--- config.mk ---
export PLATFORM = sky130hd
export DESIGN_NAME = scd_frame_decode
export DESIGN_NICKNAME = d
export VERILOG_FILES = /design/src/logic/scd_pkg.sv /design/src/logic/scd_sync.sv /design/src/logic/scd_frame_decode.sv
export SDC_FILE = /design/constraint.sdc
export NUM_CORES = 1
export LEC_CHECK = 0
export ABC_CLOCK_PERIOD_IN_PS = 3000
export BUFFER_PORTS_ARGS = -buffer_cell sky130_fd_sc_hd__buf_4
export CAP_MARGIN = 20
export CORE_UTILIZATION = 40
export CTS_BUF_LIST = sky130_fd_sc_hd__clkbuf_16
export DETAILED_ROUTE_END_ITERATION = 16
export HOLD_SLACK_MARGIN = 0.02
export SYNTH_ARGS = -nofsm -noshare
export SYNTH_HDL_FRONTEND = slang
export SYNTH_HIERARCHICAL = 1
export SYNTH_SLANG_ARGS = --single-unit
--- constraint.sdc ---
create_clock -name ref_clk_i -period 3 [get_ports ref_clk_i]
set_input_delay 0.6 -clock ref_clk_i [delete_from_list [all_inputs] [get_ports ref_clk_i]]
set_output_delay 0.6 -clock ref_clk_i [all_outputs]
set_load 0.005 [all_outputs]
--- src/logic/scd_pkg.sv ---
// Package with codes, field positions and phase states for the frame decoder
package scd_pkg;
    // Frame phase states, one-hot
    typedef enum logic [3:0] {
        PH_IDLE = 4'h1,
        PH_ADDR = 4'h2,
        PH_CTRL = 4'h4,
        PH_DATA = 4'h8
    } scd_phase_t;

    // Block-select codes handled here
    localparam logic [4:0] BLK_S6_RSVD = 5'h18;
    localparam logic [4:0] BLK_S6_REG = 5'h19;
    localparam logic [4:0] BLK_S6_TX = 5'h1A;
    localparam logic [4:0] BLK_S6_RX = 5'h1B;
    localparam logic [4:0] BLK_S7_RSVD = 5'h1C;
    localparam logic [4:0] BLK_S7_REG = 5'h1D;
    localparam logic [4:0] BLK_S7_TX = 5'h1E;
    localparam logic [4:0] BLK_S7_RX = 5'h1F;

    // Decoded space codes
    localparam logic [1:0] SPACE_NONE = 2'h0;
    localparam logic [1:0] SPACE_REG = 2'h1;
    localparam logic [1:0] SPACE_TX = 2'h2;
    localparam logic [1:0] SPACE_RX = 2'h3;

    // Control byte field positions
    localparam int CTL_BSB_HI = 7;
    localparam int CTL_BSB_LO = 3;
    localparam int CTL_RW = 2;
    localparam int CTL_OM_HI = 1;
    localparam int CTL_OM_LO = 0;

    // Direction and framing-mode encodings
    localparam logic RW_READ = 1'h0;
    localparam logic RW_WRITE = 1'h1;
    localparam logic [1:0] OM_VARIABLE = 2'h0;

    // Bit counts and reset values
    localparam logic [2:0] BIT_LAST = 3'h7;
    localparam logic [2:0] BIT_FIRST = 3'h0;
    localparam logic [2:0] SOCK_NONE = 3'h0;
    localparam logic [15:0] ADDR_RST = 16'h0000;
    localparam logic [7:0] BYTE_RST = 8'h00;
    localparam logic [4:0] BLK_RST = 5'h00;
endpackage : scd_pkg

--- src/logic/scd_sync.sv ---
// Two-flop synchroniser for pin inputs
`timescale 1ns/100ps
module scd_sync #(
    parameter int WIDTH = 3
) (
    input wire logic ref_clk_i,
    input wire logic sys_rst_i,
    input wire logic [WIDTH-1:0] async_i,
    input wire logic [WIDTH-1:0] rst_val_i,
    output logic [WIDTH-1:0] sync_o
);
    // First stage, read only by the second stage
    logic [WIDTH-1:0] meta;

    // Two stages; reset loads the idle pin level supplied by the parent
    always_ff @(posedge ref_clk_i) begin
        if (sys_rst_i) begin
            meta <= rst_val_i;
            sync_o <= rst_val_i;
        end else begin
            meta <= async_i;
            sync_o <= meta;
        end
    end
endmodule : scd_sync

--- src/logic/scd_frame_decode.sv ---
// Serial frame control-phase decoder, slave side of the host link
// Function
// Codes 11001/11010/11011 give socket 6 spaces
// Codes 11101/11110/11111 give socket 7 spaces
// Host never sends reserved codes 11000/11100
// Direction bit: 0 read, 1 write
// Two framing modes: variable and fixed length
// Host drops frame select at address start
// Mode bits 00 select frame-select-bounded length
// Frame select rising edge ends data phase
// Host brackets every frame with frame select
// Frame select falling edge restarts address phase
`timescale 1ns/100ps
module scd_frame_decode
    import scd_pkg::*;
(
    input wire logic ref_clk_i,
    input wire logic sys_rst_i,
    input wire logic sclk_i,
    input wire logic mosi_i,
    input wire logic frame_select_n_i,
    output logic [15:0] addr_o,
    output logic [4:0] block_o,
    output logic [2:0] socket_o,
    output logic [1:0] space_o,
    output logic write_o,
    output logic variable_length_mode_o,
    output logic fixed_length_mode_o,
    output logic reserved_o,
    output logic ctrl_valid_o,
    output logic [7:0] data_o,
    output logic data_valid_o,
    output logic frame_end_o,
    output logic busy_o
);
    // Synchronised pins and their previous values
    logic sclk_s;
    logic mosi_s;
    logic fsn_s;
    logic sclk_prev;
    logic fsn_prev;
    logic [2:0] pins_s;

    // Phase tracking
    scd_phase_t phase;
    logic [2:0] bit_cnt;
    logic [7:0] shift;
    logic addr_lo;            // Second address byte pending

    // Edge and byte events
    logic fs_fall;
    logic fs_rise;
    logic sclk_rise;
    logic byte_done;
    logic ctrl_done;
    logic [7:0] next_byte;

    // Space lookup for one block-select code
    function automatic logic [1:0] space_of(input logic [4:0] code);
        case (code)
            BLK_S6_REG, BLK_S7_REG: space_of = SPACE_REG;
            BLK_S6_TX, BLK_S7_TX: space_of = SPACE_TX;
            BLK_S6_RX, BLK_S7_RX: space_of = SPACE_RX;
            default: space_of = SPACE_NONE;
        endcase
    endfunction : space_of

    // Pins are asynchronous to ref_clk, so all three pass two flops
    scd_sync #(
        .WIDTH(3)
    ) u_sync (
        .ref_clk_i(ref_clk_i),
        .sys_rst_i(sys_rst_i),
        .async_i({sclk_i, mosi_i, frame_select_n_i}),
        .rst_val_i(3'h1),
        .sync_o(pins_s)
    );
    assign sclk_s = pins_s[2];
    assign mosi_s = pins_s[1];
    assign fsn_s = pins_s[0];

    // Previous levels for edge detection
    always_ff @(posedge ref_clk_i) begin
        if (sys_rst_i) begin
            sclk_prev <= 1'b0;
            fsn_prev <= 1'b1;
        end else begin
            sclk_prev <= sclk_s;
            fsn_prev <= fsn_s;
        end
    end

    // Edge events; serial clock only counts inside a frame
    assign fs_fall = fsn_prev & ~fsn_s;
    assign fs_rise = ~fsn_prev & fsn_s;
    assign sclk_rise = ~sclk_prev & sclk_s & ~fsn_s & ~fs_fall;
    assign byte_done = sclk_rise && (bit_cnt == BIT_LAST);
    assign next_byte = {shift[6:0], mosi_s};
    assign ctrl_done = byte_done && (phase == PH_CTRL);

    // Phase sequencing; frame select edges take priority over bits
    always_ff @(posedge ref_clk_i) begin
        if (sys_rst_i) begin
            phase <= PH_IDLE;
            addr_lo <= 1'b0;
        end else if (fs_fall) begin
            phase <= PH_ADDR;
            addr_lo <= 1'b0;
        end else if (fs_rise) begin
            phase <= PH_IDLE;
        end else if (byte_done) begin
            case (phase)
                PH_ADDR: begin
                    addr_lo <= ~addr_lo;
                    if (addr_lo) begin
                        phase <= PH_CTRL;
                    end
                end
                PH_CTRL: phase <= PH_DATA;
                PH_DATA: phase <= PH_DATA;
                default: phase <= PH_IDLE;
            endcase
        end
    end

    // Bit counter and shifter; a new frame starts from bit zero
    always_ff @(posedge ref_clk_i) begin
        if (sys_rst_i || fs_fall) begin
            bit_cnt <= BIT_FIRST;
            shift <= BYTE_RST;
        end else if (sclk_rise) begin
            bit_cnt <= bit_cnt + 3'h1;
            shift <= next_byte;
        end
    end

    // Address capture, high byte first
    always_ff @(posedge ref_clk_i) begin
        if (sys_rst_i) begin
            addr_o <= ADDR_RST;
        end else if (byte_done && phase == PH_ADDR) begin
            if (addr_lo) begin
                addr_o[7:0] <= next_byte;
            end else begin
                addr_o[15:8] <= next_byte;
            end
        end
    end

    // Control byte decode, held until the next control byte
    always_ff @(posedge ref_clk_i) begin
        if (sys_rst_i) begin
            block_o <= BLK_RST;
            socket_o <= SOCK_NONE;
            space_o <= SPACE_NONE;
            write_o <= RW_READ;
            variable_length_mode_o <= 1'b0;
            fixed_length_mode_o <= 1'b0;
            reserved_o <= 1'b0;
        end else if (ctrl_done) begin
            block_o <= next_byte[CTL_BSB_HI:CTL_BSB_LO];
            // Socket number is the top three code bits for mapped spaces
            if (space_of(next_byte[CTL_BSB_HI:CTL_BSB_LO]) != SPACE_NONE) begin
                socket_o <= next_byte[CTL_BSB_HI:CTL_BSB_HI-2];
            end else begin
                socket_o <= SOCK_NONE;
            end
            space_o <= space_of(next_byte[CTL_BSB_HI:CTL_BSB_LO]);
            write_o <= next_byte[CTL_RW];
            // Mode 00 means frame select bounds the data; else fixed
            variable_length_mode_o <=
                next_byte[CTL_OM_HI:CTL_OM_LO] == OM_VARIABLE;
            fixed_length_mode_o <=
                next_byte[CTL_OM_HI:CTL_OM_LO] != OM_VARIABLE;
            // Reserved codes are only flagged; the host must avoid them
            reserved_o <= next_byte[CTL_BSB_HI:CTL_BSB_LO] == BLK_S6_RSVD ||
                next_byte[CTL_BSB_HI:CTL_BSB_LO] == BLK_S7_RSVD;
        end
    end

    // Data bytes, one-cycle event pulses and the busy level
    always_ff @(posedge ref_clk_i) begin
        if (sys_rst_i) begin
            data_o <= BYTE_RST;
            data_valid_o <= 1'b0;
            ctrl_valid_o <= 1'b0;
            frame_end_o <= 1'b0;
            busy_o <= 1'b0;
        end else begin
            ctrl_valid_o <= ctrl_done;
            data_valid_o <= byte_done && phase == PH_DATA && !fs_rise;
            if (byte_done && phase == PH_DATA) begin
                data_o <= next_byte;
            end
            // Only a frame that reached the data phase reports an end
            frame_end_o <= fs_rise && phase == PH_DATA;
            busy_o <= ~fsn_s;
        end
    end
endmodule : scd_frame_decode

==> summary.md <==
| Metric | Value |
|---|---|
| Largest area contributor in the netlist | dfxtp_1 |
| DR vias | 1800 |
| Post-layout net count | 307 |
| Worst EP required | 3180 ps |
| List of most frequent post-synthesis cells | dfxtp_1 (65), nor2_1 (37), mux2i_1 (30), nand2_1 (29), a21oi_1 (20) |
| Fillers | 583 |
| Drt wl/cell | 12.7 um |
| Final-report setup violation count | 0 |
| Remaining DRCs | 0 |
| Clock Latency Late Sink | 320 ps |
| Cell with the most instances after synthesis | dfxtp_1 |
| Area contributors post-synth | dfxtp_1 (53%), mux2i_1 (12%), nor2_1 (5.6%), nand2_1 (4.4%), a21oi_1 (4.0%) |
| Hold Path Depth | 2 |
| Drt total wl | 4810 um |
| Area grow syn2layout | 27.2% |
| Htree depth | 3 |
| Clk root buf | clkbuf_16 |
| Min Clock Period, post-route | 2430 ps |
| RSZ-0062 raised after global routing | no |
| Mux cell area share after synthesis | 15.8% |
| Pwr/cell area | 613 nW/um^2 |
| Max VDD drop | 0.361 mV |
| Initial Util | 41.5% |
| Final slew viol count | 0 |
| Post-synth EDFFs | 0 |
| CP max FO | 10 |
| Crit path cell chain | inv_1 > ha_1 > or4b_1 > or3_4 > mux2i_1 > nor2_1 |
| ANT cells | 0 |
| Crit-path slowest cell | or4b_1 |
| Seq cells post-synth | 65 |
| Simple-Gate Fraction of Synth Area | 18.3% |
| Main flop type after synthesis | dfxtp_1 |
| Syn Inst Count | 250 |
| First-pass DRT Iterations | 4 |
| Outcome | completed |
| CTS tree | yes |
| Gr usage total | 16.3% |
| Post-CTS setup buffer count | 0 |
| Top-level I/O count | 47 |
| Clock buffer depth | 2 |
| Sum Neg Setup Slack | 0 ps |
| Crit start category | register |
| Min Hold Slack | 454 ps |
| Post-CTS resize count | 0 |
| Critical Path AT | 2610 ps |
| Max Cap Viol | 0 |
| Syn Std Cell Area | 2470 um^2 |
| CTS hold repair buffers | 0 |
| Num CTS Buffers | 9 |
| Largest net degree at the start of global routing | 55 |
| Worst slack, placed | 592 ps |
| Slew margin rel. | 49.0% |
| Post-DRT Antenna Nets | 0 |
| XOR/XNOR share of the synthesized area | 1.06% |
| Ys async rst share | 0% |
| Final worst slack | 573 ps |
| R2R depth | 6 |
| First-pass GRT wire length | 7810 um |
| Vias per cell | 4.76 |
| GRT Residual Overflow | 0 |
| Adder-cell area share of the yosys netlist | 2.02% |
| Compound-Gate Fraction of Synth Area | 5.41% |
| Detailed Place HPWL | 3120 um |
| Die ar. | 6500 um^2 |
| Vias in the first global route | 1599 |
| P_leak | 0.00151 uW |
| Initial antenna violation count | 0 |
| Main combinational cell family by area after synthesis | simple AND/OR/NAND/NOR gates |
| Max Freq | 412 MHz |
| DIE HEIGHT | 80.6 um |
| Slew @ Worst Pin | 754 ps |
| Overall Power | 1930 uW |
| Sequential area share after synthesis | 52.6% |
| Std cell rows | 28 |
| Layout cells sized above 1 | 23.4% |
| Yosys Warn Count | 6 |
| Distinct cells, synth | 34 |
| Crit share post-route | 80.9% |
| CP max stage delay | 740 ps |
| Hold Violations, Final | 0 |
| Mapped Avg Cell Area | 9.89 um^2 |
| Crit path kind | register to register |
| HP Class | register to register |
| Iteration-0 DRC Markers | 75 |
| Area taken by flip-flops and latches | 1300 um^2 |
| RD Place Congestion | 0.729 |
| Clk_skew | 5.45 ps |
| Multi-input logic area | 1070 um^2 |
| Crit path capture type | register |
| Clk pin slew, worst setup/hold paths | 50 ps |
| Port Buffers | 46 |
| Core area | 5960 um^2 |
| Die W | 80.6 um |
| Area fraction of the dominant cell type after synthesis | 52.6% |
| CTS sink count | 65 |
[sequential cells by signal, indices dropped and copies added (netlist names)]
signal,count
block_o,5
variable_length_mode_o,1
phase,4
ctrl_valid_o,1
data_o,8
addr_lo,1
busy_o,1
space_o,2
data_valid_o,1
bit_cnt,3
frame_end_o,1
u_sync/sync_o,3
sclk_prev,1
addr_o,16
u_sync/meta,3
fsn_prev,1
shift,7
write_o,1
socket_o,3
reserved_o,1
fixed_length_mode_o,1
[report_power, final]
group	switching, uW	internal [uW]
combinational	38.3	31.5
sequential	13.3	879
clock	337	626
[area by class of cell]
type                            instances  share of cell area (%)
Clock buffer                            9                    7.16
Clock inverter                          7                    1.75
Inverter                                7                   0.836
Multi-Input combinational cell        166                    34.2
Sequential cell                        65                    41.4
Tap cell                               75                    2.98
Timing Repair Buffer                   49                    11.7
[critical path: cells and delay by family (launching register included)]
kind,cells,cell delay [ps]
fa+ha+maj,1,250
flops,1,430
simple gates,3,1340
buf+inv,1,70
mux,1,190
[metal layers]
metal | global-route usage, % | share of wire (%)
met5 | 0 | 0
met1 | 21.3 | 49
met4 | 6.96 | 1.6
met3 | 6.14 | 4.8
met2 | 23.8 | 45
[logic make-up after synthesis]
kind of cell	Yosys count
AO/OA/AOI/OAI	25
buffers and inverters	23
adder cells (fa/ha/maj)	4
XOR/XNOR	3
multiplexers	36
other	2
AND/OR/NAND/NOR	92
flip-flops	65
[layout by cell type (no fill, tap or decap), types with 4 or more instances in the layout]
cell type and instances:
conb_1 6, mux2_4 6, dfxtp_1 65, ha_1 4, buf_4 49, nor2_1 37
inv_1 10, a21oi_1 20, clkbuf_16 9, nand2_1 29, or3_1 4, mux2i_1 30
[path summary, 6_finish.rpt]
| check | slack, ps | startpoint | to |
|---|---|---|---|
| setup reg to reg | 570 | u_sync/sync_o[0] | data_o[1] |
| setup / recovery | 570 | u_sync/sync_o[0] | data_o[1] |
| hold reg to reg | 450 | socket_o[1] | socket_o[1] |
| hold / removal | 450 | socket_o[1] | socket_o[1] |
[per-stage QoR]
stage               cell area, um^2  cells  utilization [%]
floorplan                      2490    254                -
global placement               2860    362             48.1
detailed placement             2860    362             48.1
CTS                            3140    378             52.8
global route                   3140    378             52.8
finish                         3140    378             52.8
Note: power is estimated with default switching activity, not from simulation.
